<file path="config.mk">
export PLATFORM = sky130hd
export DESIGN_NAME = wost_timer
export DESIGN_NICKNAME = d
export VERILOG_FILES = /design/src/wost_pkg.sv /design/src/wost_timer.sv
export SDC_FILE = /design/constraint.sdc
export NUM_CORES = 1
export LEC_CHECK = 0
export ABC_CLOCK_PERIOD_IN_PS = 7750
export BUFFER_PORTS_ARGS = -buffer_cell sky130_fd_sc_hd__buf_2
export CAP_MARGIN = 20
export CORE_AREA = 2 2 86 120
export DETAILED_ROUTE_END_ITERATION = 12
export DIE_AREA = 0 0 88 122
export PLACE_DENSITY = 0.9
export SLEW_MARGIN = 20
export SYNTH_ARGS = -nofsm -noshare
export SYNTH_HDL_FRONTEND = slang
export SYNTH_SLANG_ARGS = --single-unit
</file>
<file path="constraint.sdc">
create_clock -name core_clk -period 7.75 [get_ports core_clk]
set_clock_uncertainty 0.1 [all_clocks]
set_input_delay 1.55 -clock core_clk [delete_from_list [all_inputs] [get_ports core_clk]]
set_output_delay 1.55 -clock core_clk [all_outputs]
set_load 0.03 [all_outputs]
</file>
<file path="src/wost_pkg.sv">
package wost_pkg;

  // ---------------------------------------------------------------
  // Register byte addresses
  // ---------------------------------------------------------------
  localparam logic [11:0] OFS_CTRL = 12'h000;
  localparam logic [11:0] OFS_ONESHOT = 12'h004;
  localparam logic [11:0] OFS_PRESCALE = 12'h008;
  localparam logic [11:0] OFS_PRIMARY = 12'h00C;
  localparam logic [11:0] OFS_SECONDARY = 12'h010;
  localparam logic [11:0] OFS_IRQ_STAT = 12'h014;
  localparam logic [11:0] OFS_IRQ_MASK = 12'h018;
  localparam logic [9:0] IDX_PIN_CTRL = 10'h10A;
  localparam logic [11:0] OFS_PIN_CTRL = {IDX_PIN_CTRL, 2'b00};

  // ---------------------------------------------------------------
  // Field positions
  // ---------------------------------------------------------------
  localparam int CTRL_START = 0;
  localparam int CTRL_STATUS = 1;
  localparam int CTRL_FORCE = 2;
  localparam int CTRL_SRC_LO = 4;
  localparam int OS_START = 0;
  localparam int OS_STOP = 1;
  localparam int OS_ACTIVE = 2;
  localparam int PIN_LEVEL = 0;
  localparam int PIN_SWITCH = 1;
  localparam int PIN_TRIG_EN = 2;
  localparam int PIN_POL = 3;
  localparam int IRQ_PULSE_END = 0;

  // ---------------------------------------------------------------
  // Count source selects and reset values
  // ---------------------------------------------------------------
  localparam logic [1:0] SRC_DIV1 = 2'h0;
  localparam logic [1:0] SRC_DIV2 = 2'h1;
  localparam logic [1:0] SRC_DIV8 = 2'h2;
  localparam logic [1:0] SRC_EXT = 2'h3;
  localparam logic [2:0] DIV8_LAST = 3'h7;
  localparam logic [7:0] RST_COUNT = 8'hFF;
  localparam logic [7:0] RST_ZERO8 = 8'h00;
  localparam int STOP_WAIT_MAX = 24;

  typedef enum logic {PH_WAIT, PH_PULSE} wost_phase_e;

endpackage

</file>
<file path="src/wost_timer.sv">
// Design decisions made here: the address map and the AHB-Lite slave port.
`timescale 1ns/10ps
// Function
// - Reset leaves timer stopped; counting waits for software count start.
// - Prescaler and counter are read as separate words, no coherence.
// - Clearing start or one-shot stop reloads counters and halts.
// - Status flag rises one to two count-source ticks after start.
// - Counting begins at first count-source tick after active flag rises.
// - Status flag falls one to two ticks after start clears.
// - Forced stop halts the timer immediately, no latency.
// - One-shot start or stop changes active flag after one or two ticks.
// - Start and stop crossing leaves active flag either value.
// - Trigger while one-shot active is ignored.
// - Wait counts primary; primary underflow loads secondary for pulse.
// - Secondary underflow reloads primary and clears active flag.
// - Interrupt event coincides with end of output pulse.
module wost_timer
  import wost_pkg::*;
(
  input wire logic core_clk,
  input wire logic rst,
  input wire logic hsel,
  input wire logic [31:0] haddr,
  input wire logic [1:0] htrans,
  input wire logic hwrite,
  input wire logic [2:0] hsize,
  input wire logic [31:0] hwdata,
  input wire logic hready,
  output logic hreadyout,
  output logic hresp,
  output logic [31:0] hrdata,
  input wire logic countSrcTick,
  input wire logic externalTriggerPin,
  output logic pulseOutputPin,
  output logic timerIrq
);

  typedef struct packed {
    logic startCtl;
    logic startSeen;
    logic cntStat;
    logic [1:0] srcSel;
    logic [2:0] divCnt;
    logic active;
    logic trigPend;
    logic trigSeen;
    logic stopPend;
    logic stopSeen;
    wost_phase_e phase;
    logic [7:0] preRld;
    logic [7:0] priRld;
    logic [7:0] secRld;
    logic [7:0] preCnt;
    logic [7:0] cnt;
    logic outLvl;
    logic outSw;
    logic pinTrigEn;
    logic trigPol;
    logic pinSync0;
    logic pinSync1;
    logic pinPrev;
    logic irqStat;
    logic irqMask;
    logic irq;
    logic pulseOut;
    logic wrPend;
    logic [11:0] wrAddr;
    logic rdPend;
    logic [11:0] rdAddr;
    logic readyOut;
    logic [31:0] rdata;
  } wost_state_s;

  wost_state_s st_r;
  wost_state_s st_nxt;
  logic tick;
  logic pinEdge;
  logic trigReq;
  logic stopReq;
  logic forceStop;
  logic waitUf;
  logic pulseUf;
  logic wrCtl;
  logic wrOs;

  // ---------------------------------------------------------------
  // Next-state logic
  // ---------------------------------------------------------------
  always_comb begin
    st_nxt = st_r;
    wrCtl = st_r.wrPend && st_r.wrAddr == OFS_CTRL;
    wrOs = st_r.wrPend && st_r.wrAddr == OFS_ONESHOT;
    waitUf = 1'b0;
    pulseUf = 1'b0;

    // Count source as a one-cycle enable
    st_nxt.divCnt = st_r.divCnt + 3'h1;
    if (st_r.srcSel == SRC_DIV1) begin
      tick = 1'b1;
    end else if (st_r.srcSel == SRC_DIV2) begin
      tick = st_r.divCnt[0];
    end else if (st_r.srcSel == SRC_DIV8) begin
      tick = st_r.divCnt == DIV8_LAST;
    end else begin
      tick = countSrcTick;
    end

    // Pin synchroniser; edge taken from the second stage only
    st_nxt.pinSync0 = externalTriggerPin;
    st_nxt.pinSync1 = st_r.pinSync0;
    st_nxt.pinPrev = st_r.pinSync1;
    pinEdge = st_r.trigPol ? (st_r.pinSync1 && !st_r.pinPrev) : (!st_r.pinSync1 && st_r.pinPrev);

    forceStop = wrCtl && hwdata[CTRL_FORCE];
    stopReq = wrOs && hwdata[OS_STOP];
    // Triggers only while counting and idle; active retrigger dropped
    trigReq = ((wrOs && hwdata[OS_START]) || (st_r.pinTrigEn && pinEdge))
              && st_r.cntStat && !st_r.active && !stopReq;

    if (tick) begin
      st_nxt.startSeen = st_r.startCtl;
      st_nxt.cntStat = st_r.startSeen;
      if (st_r.trigSeen) begin
        st_nxt.active = 1'b1;
        st_nxt.phase = PH_WAIT;
      end
      st_nxt.trigSeen = st_r.trigPend && !stopReq;
      st_nxt.trigPend = 1'b0;
      st_nxt.stopSeen = st_r.stopPend;
      st_nxt.stopPend = 1'b0;

      // Down counting; prescaler underflow clocks the main counter
      if (st_r.cntStat && st_r.active) begin
        if (st_r.preCnt == RST_ZERO8) begin
          st_nxt.preCnt = st_r.preRld;
          if (st_r.cnt != RST_ZERO8) begin
            st_nxt.cnt = st_r.cnt - 8'h01;
          end else if (st_r.phase == PH_WAIT) begin
            waitUf = 1'b1;
            st_nxt.cnt = st_r.secRld;
            st_nxt.phase = PH_PULSE;
          end else begin
            pulseUf = 1'b1;
            st_nxt.cnt = st_r.priRld;
            st_nxt.phase = PH_WAIT;
            st_nxt.active = 1'b0;
          end
        end else begin
          st_nxt.preCnt = st_r.preCnt - 8'h01;
        end
      end

      // Stop paths reload from the reload registers
      if (st_r.stopSeen || (st_r.cntStat && !st_r.startSeen)) begin
        st_nxt.active = 1'b0;
        st_nxt.phase = PH_WAIT;
        st_nxt.cnt = st_r.priRld;
        st_nxt.preCnt = st_r.preRld;
      end
    end

    // One-shot start/stop, two-stage so the flag moves after 1..2 ticks
    // Placed after the tick stage: a request in a tick cycle must not be lost
    if (trigReq && !st_r.trigSeen) begin
      st_nxt.trigPend = 1'b1;
    end
    if (stopReq) begin
      // A stop overtakes a pending start; flag ends at either value
      st_nxt.stopPend = 1'b1;
      st_nxt.trigPend = 1'b0;
    end

    // Register writes, data phase
    if (wrCtl) begin
      st_nxt.startCtl = hwdata[CTRL_START];
      st_nxt.srcSel = hwdata[CTRL_SRC_LO +: 2];
    end
    if (st_r.wrPend && st_r.wrAddr == OFS_PRESCALE) begin
      st_nxt.preRld = hwdata[7:0];
      if (!st_r.cntStat) begin
        st_nxt.preCnt = hwdata[7:0];
      end
    end
    if (st_r.wrPend && st_r.wrAddr == OFS_PRIMARY) begin
      st_nxt.priRld = hwdata[7:0];
      if (!st_r.cntStat) begin
        st_nxt.cnt = hwdata[7:0];
      end
    end
    if (st_r.wrPend && st_r.wrAddr == OFS_SECONDARY) begin
      st_nxt.secRld = hwdata[7:0];
    end
    if (st_r.wrPend && st_r.wrAddr == OFS_PIN_CTRL) begin
      st_nxt.outLvl = hwdata[PIN_LEVEL];
      st_nxt.outSw = hwdata[PIN_SWITCH];
      st_nxt.pinTrigEn = hwdata[PIN_TRIG_EN];
      st_nxt.trigPol = hwdata[PIN_POL];
    end
    if (st_r.wrPend && st_r.wrAddr == OFS_IRQ_MASK) begin
      st_nxt.irqMask = hwdata[IRQ_PULSE_END];
    end
    // Write-one-clear; a same-cycle pulse end still sets
    if (st_r.wrPend && st_r.wrAddr == OFS_IRQ_STAT && hwdata[IRQ_PULSE_END]) begin
      st_nxt.irqStat = 1'b0;
    end
    if (pulseUf) begin
      st_nxt.irqStat = 1'b1;
    end

    // Forced stop skips the status latency entirely
    if (forceStop) begin
      st_nxt.startCtl = 1'b0;
      st_nxt.startSeen = 1'b0;
      st_nxt.cntStat = 1'b0;
      st_nxt.active = 1'b0;
      st_nxt.trigPend = 1'b0;
      st_nxt.trigSeen = 1'b0;
      st_nxt.stopPend = 1'b0;
      st_nxt.stopSeen = 1'b0;
      st_nxt.phase = PH_WAIT;
      st_nxt.cnt = st_nxt.priRld;
      st_nxt.preCnt = st_nxt.preRld;
    end

    // Bus slave: writes and unmapped reads zero wait, register reads one wait state
    st_nxt.wrPend = 1'b0;
    st_nxt.readyOut = 1'b1;
    if (st_r.rdPend) begin
      st_nxt.rdPend = 1'b0;
      // Prescaler and counter read live, each on its own access
      if (st_r.rdAddr == OFS_CTRL) begin
        st_nxt.rdata = {26'h0, st_r.srcSel, 1'b0, 1'b0, st_r.cntStat, st_r.startCtl};
      end else if (st_r.rdAddr == OFS_ONESHOT) begin
        st_nxt.rdata = {29'h0, st_r.active, 2'b00};
      end else if (st_r.rdAddr == OFS_PRESCALE) begin
        st_nxt.rdata = {24'h0, st_r.preCnt};
      end else if (st_r.rdAddr == OFS_PRIMARY) begin
        st_nxt.rdata = {24'h0, st_r.cnt};
      end else if (st_r.rdAddr == OFS_SECONDARY) begin
        st_nxt.rdata = {24'h0, st_r.secRld};
      end else if (st_r.rdAddr == OFS_IRQ_STAT) begin
        st_nxt.rdata = {31'h0, st_r.irqStat};
      end else if (st_r.rdAddr == OFS_IRQ_MASK) begin
        st_nxt.rdata = {31'h0, st_r.irqMask};
      end else if (st_r.rdAddr == OFS_PIN_CTRL) begin
        st_nxt.rdata = {28'h0, st_r.trigPol, st_r.pinTrigEn, st_r.outSw, st_r.outLvl};
      end else begin
        st_nxt.rdata = 32'h0;
      end
    end else if (hsel && htrans[1] && hready && haddr[31:12] == 20'h0) begin
      st_nxt.wrPend = hwrite;
      st_nxt.wrAddr = haddr[11:0];
      st_nxt.rdPend = !hwrite;
      st_nxt.rdAddr = haddr[11:0];
      st_nxt.readyOut = hwrite;
    end else if (hsel && htrans[1] && hready) begin
      st_nxt.rdata = 32'h0;
    end

    st_nxt.pulseOut = st_nxt.outLvl ^ (st_nxt.active && st_nxt.phase == PH_PULSE);
    st_nxt.irq = st_nxt.irqStat && st_nxt.irqMask;
  end

  // ---------------------------------------------------------------
  // State register
  // ---------------------------------------------------------------
  always_ff @(posedge core_clk or posedge rst) begin
    if (rst) begin
      st_r <= '0;
      st_r.preRld <= RST_COUNT;
      st_r.priRld <= RST_COUNT;
      st_r.secRld <= RST_COUNT;
      st_r.preCnt <= RST_COUNT;
      st_r.cnt <= RST_COUNT;
      st_r.readyOut <= 1'b1;
    end else begin
      st_r <= st_nxt;
    end
  end

  assign hreadyout = st_r.readyOut;
  assign hresp = 1'b0;
  assign hrdata = st_r.rdata;
  assign pulseOutputPin = st_r.pulseOut;
  assign timerIrq = st_r.irq;

  localparam int StopWaitMax = STOP_WAIT_MAX;
endmodule

</file>
* After elaboration in Yosys (flattened, before gate mapping)
Cells that the tools add are included.
** Cells by class
- Add/sub/neg operators :: 3
- Reductions and logical operators :: 48
- Bitwise operators :: 2
- Eq/ne operators :: 11
- Multiplexer cells :: 62
** Operators by type and width (count)
- 8-bit 2-to-1 mux :: 15
- 32-bit 2-to-1 mux :: 3
- 16-bit 2-to-1 mux :: 4
- 12-bit by 5-bit equality test with 1-bit output (second input constant) :: 3
- 1-bit 2-to-1 mux :: 30
- 1-bit logical AND :: 27
- 27-bit 2-to-1 mux :: 1
- 12-bit by 4-bit equality test with 1-bit output (second input constant) :: 2
- 20-bit logical NOT :: 1
- 4-bit 2-to-1 mux :: 4
- 8-bit by 1-bit subtractor with 8-bit output (second input constant) :: 2
- 13-bit 2-to-1 mux :: 1
- 12-bit by 11-bit equality test with 1-bit output (second input constant) :: 1
- 12-bit by 3-bit equality test with 1-bit output (second input constant) :: 1
- 12-bit logical NOT :: 1
- 6-bit 2-to-1 mux :: 2
- 8-bit logical NOT :: 1
- 8-bit nonzero test :: 1
- 1-bit logical NOT :: 7
- 2-bit nonzero test :: 3
- 2-bit AND reduction :: 2
- 4-bit nonzero test :: 1
- 3-bit by 1-bit adder with 3-bit output (second input constant) :: 1
- 3-bit equality test (second input constant) :: 1
- 10 further kinds :: 11
** Storage, ports and cells
- Bits of input ports :: 76
- Output and inout port bits :: 36
- Logic and storage cells :: 158
- Flip-flop bits (word level) :: 112

* Logic depth before layout (Yosys ltp)
- Depth after elaboration :: 14
- Gate-level depth with buffers :: 9
- Mapped depth without buffers :: 8

* Least setup slack after synthesis
OpenSTA, ideal clock, no wires.
- Path type :: in2reg
- Start :: in haddr[24]
- End :: reg st_r[33] (netlist name)
- Setup time :: 125 ps
- Cell stages on the path :: 4
- Arrival :: 2933 ps
- Path slack :: 4593 ps
- Path through :: or4_1 > nor4_4 > buf_4 > mux2_2
** On the way
- Longest elaborated chain between the ends :: 3
** Ends and longest elaborated chain
- start, declared :: RTL line wost_timer.sv:23 : input wire logic [31:0] haddr,
- 20-bit logical NOT :: RTL line wost_timer.sv:250 : end else if (hsel && htrans[1] && hready && haddr[31:12] == 20'h0) begin
- 1-bit logical AND :: RTL line wost_timer.sv:250
- 2-bit AND reduction (no source line)
- end signal, assigned :: RTL line wost_timer.sv:277 : st_r <= st_nxt;
- end, declared :: RTL line wost_timer.sv:74 : wost_state_s st_r;
No other way between the ends.
A chain may end at the register's enable or synchronous reset.

==> impl_results.md <==
* H-tree levels at 3
* Initial Util at 0.5326
* Die height at 122 um
* Final-layout fill cell count at 801
* Fraction of registers with async set/reset at 1.000
* Root buf cell: clkbuf_16
* I/O Buffers at 58
* FMAX at between 200 and 300 MHz
* Top-Level Pins at roughly 110
* Final setup vio count at 0
* Setup Total Neg Slack at 0 ns
* Synth Flop Type: dfrtp_1
* Status: finished, final reports clean
* Post-CTS sizing at 0
* Commonest non-fill, non-tap cells in the layout: buf_2, nand2_1, dfrtp_1
* Crit-path slowest cell: a21o_1
* Max_cap viols at 0
* Final hold violations at 0
* Unrepaired setup endpoints after global routing: no
* CP max stage delay at between 0.6 and 0.7 ns
* Post-CTS Repair Setup Buffers at 0
* Clock latency on the worst-skew pair at 0.35 ns
* Distinct cells, synth at just over 70
* Longest Clk Path Bufs at 2
* CP Data Required Time at approximately 7.9 ns
* Cts hold-fix bufs at 0
* Post-synth EDFFs at 0
* Peak supply drop at between 0.1 and 0.15 mV
* Starting DRT DRC Count at 446
* Vias at roughly 4,400
* Vias in the first global route at 4,277
* Seq/Total Area, Yosys at 0.4345
* Die area at roughly 11,000 um2
* Global Route Usage Sum at 0.2744
* Crit path time final at between 3 and 4 ns
* CORE AREA at approximately 10000 um2
* Fin nets at about 640
* Share of cells above drive strength 1 at 0.3144
* Diode count at 0
* Die width at around 90 um
* Largest net degree at the start of global routing at just under 90
* Worst Setup End Kind: flip-flop
* Total Power at around 1.2 mW
* Kind of critical path: in2reg
* Gpl congestion at 0.9570
* Area delta synth->final at 9.505%
* Post-Synthesis Cells at around 520
* Total number of yosys warnings at 0
* Pleak at ~2.5 nW
* Commonest non-fill, non-tap cell in the layout: buf_2
* Rows at 43
* # DRC at 0
* Worst Hold Class: reg2reg
* First-pass GRT wire length at approximately 22,000 um
* Initial antenna violation count at 0
* Register clock-pin slew on the reported worst setup and hold paths at 0.06 ns
* Vias per cell at around 6.3
* Pwr dens at around 220 nW/um2
* Synthesized flop and latch total at approximately 90
* Avg Inst Size Synth at between 10 and 15 um2
* Fin crit share at 0.4345
* Post-DR wirelength/cell at 19.87 um
* Slew Limit Fails at 0
* Max_slew headroom at 0.2798
* First drt pass iteration count at 5
* Synthesized cell area at around 5200 um2
* Cells along the critical path: buf_2, mux2i_1, a21o_1, nor2_1, or3_1, o21bai_1, xnor2_1
* Worst Tran Pin Value at 1.070 ns
* CTS Sinks at 88
* Startpoint Class: primary input
* Worst EP arrival at ~3.5 ns
* DP HPWL at just under 10,000 um
* Final WL at 13,870 um
* TritonCTS buffer count at 9
* Max Fanout on Critical Path at 21
* Grt ovf at 0
* Final ANT Viol Nets at 0
* CTS tree: yes
power by group:
group	internal, mW	switching [mW]	total, mW
combinational	0.100	0.146	0.246
sequential	0.518	0.0733	0.591
clock	0.225	0.178	0.403
critical path, delay by kind of cell:
family	cells	cell delay [ns]
AO/OA/AOI/OAI	2	0.89
AND/OR/NAND/NOR	2	0.66
multiplexers	1	0.17
XOR/XNOR	1	0.14
buffers and inverters	1	0.09
metrics by stage:
step	util	instances	instance area, um2	hold slack (ns)	setup WS (ns)
after detailed placement	0.5545	682	5400	0.2427	4.054
after floorplan	-	542	5276	0.2312	3.889
after global placement	0.5545	682	5400	0.2407	4.045
final	0.5832	698	5679	0.2525	4.383
after CTS	0.5828	698	5675	0.2570	4.405
after global routing	0.5832	698	5679	0.2631	4.197
cell families (layout without fill, tap and decap cells):
family	Yosys count	after routing	share of synthesized area
other	1	25	0.0007231
flip-flops	88	88	0.4345
adder cells (fa/ha/maj)	5	5	0.01206
buffers and inverters	69	90	0.07865
AND/OR/NAND/NOR	167	167	0.1805
multiplexers	55	55	0.1165
AO/OA/AOI/OAI	128	128	0.1686
XOR/XNOR	5	5	0.008444
path summary, 6_finish.rpt:
check	from	end	slack, ns	depth (start not counted)
setup / recovery	countSrcTick	pulseOutputPin$_DFF_PP0_	4.38	7
hold reg to reg	st_nxt[64]$_DFF_PP0_	st_nxt[63]$_DFF_PP0_	0.25	0
min in group asynchronous	rst	st_r[33]$_DFFE_PP0P_	1.31	3
max in group asynchronous	rst	st_r[118]$_DFF_PP0_	5.71	3
hold / removal	st_nxt[64]$_DFF_PP0_	st_nxt[63]$_DFF_PP0_	0.25	0
setup reg to reg	st_r[116]$_DFF_PP0_	pulseOutputPin$_DFF_PP0_	4.82	8
synth_stat cells (all sizes together), types with 8 or more instances:
cell	instances	area, um2
buf	44	312.8
nor3	11	55.05
dfrtp	47	1176
a21oi	28	140.1
nand3	9	45.04
mux2	43	484.2
o22ai	11	68.82
nor2	29	116.4
clkbuf	12	46.29
a221oi	9	78.83
inv	13	48.80
nor4	12	105.1
and2	8	50.05
o21ai	30	150.1
dfstp	41	1077
nand2	57	224.0
mux2i	12	120.1
area by class of cell:
cell class | count | area, um2 | share of cell area
Timing Repair Buffer | 61 | 316.6 | 0.05574
Inverter | 13 | 50.05 | 0.008813
Clock buffer | 11 | 242.7 | 0.04274
Clock inverter | 5 | 32.53 | 0.005728
Sequential cell | 88 | 2253 | 0.3968
Multi-Input combinational cell | 385 | 2615 | 0.4605
Tap cell | 135 | 168.9 | 0.02974
metal layers:
metal | up-vias | GRT usage | wire length, um
met1 | 2129 | 0.3369 | 5276
met5 | - | 0 | 0
met3 | 60 | 0.03997 | 833
met2 | 222 | 0.4460 | 6972
li1 | 1953 | - | -
met4 | 0 | 0.1750 | 790
sequential cells by signal, summed over array words and instances (netlist names):
name and cells:
pulseOutputPin 1, timerIrq 1, hrdata 8, hreadyout 1, st_r 75, st_nxt 2
Power figures use the tool's default switching activity.
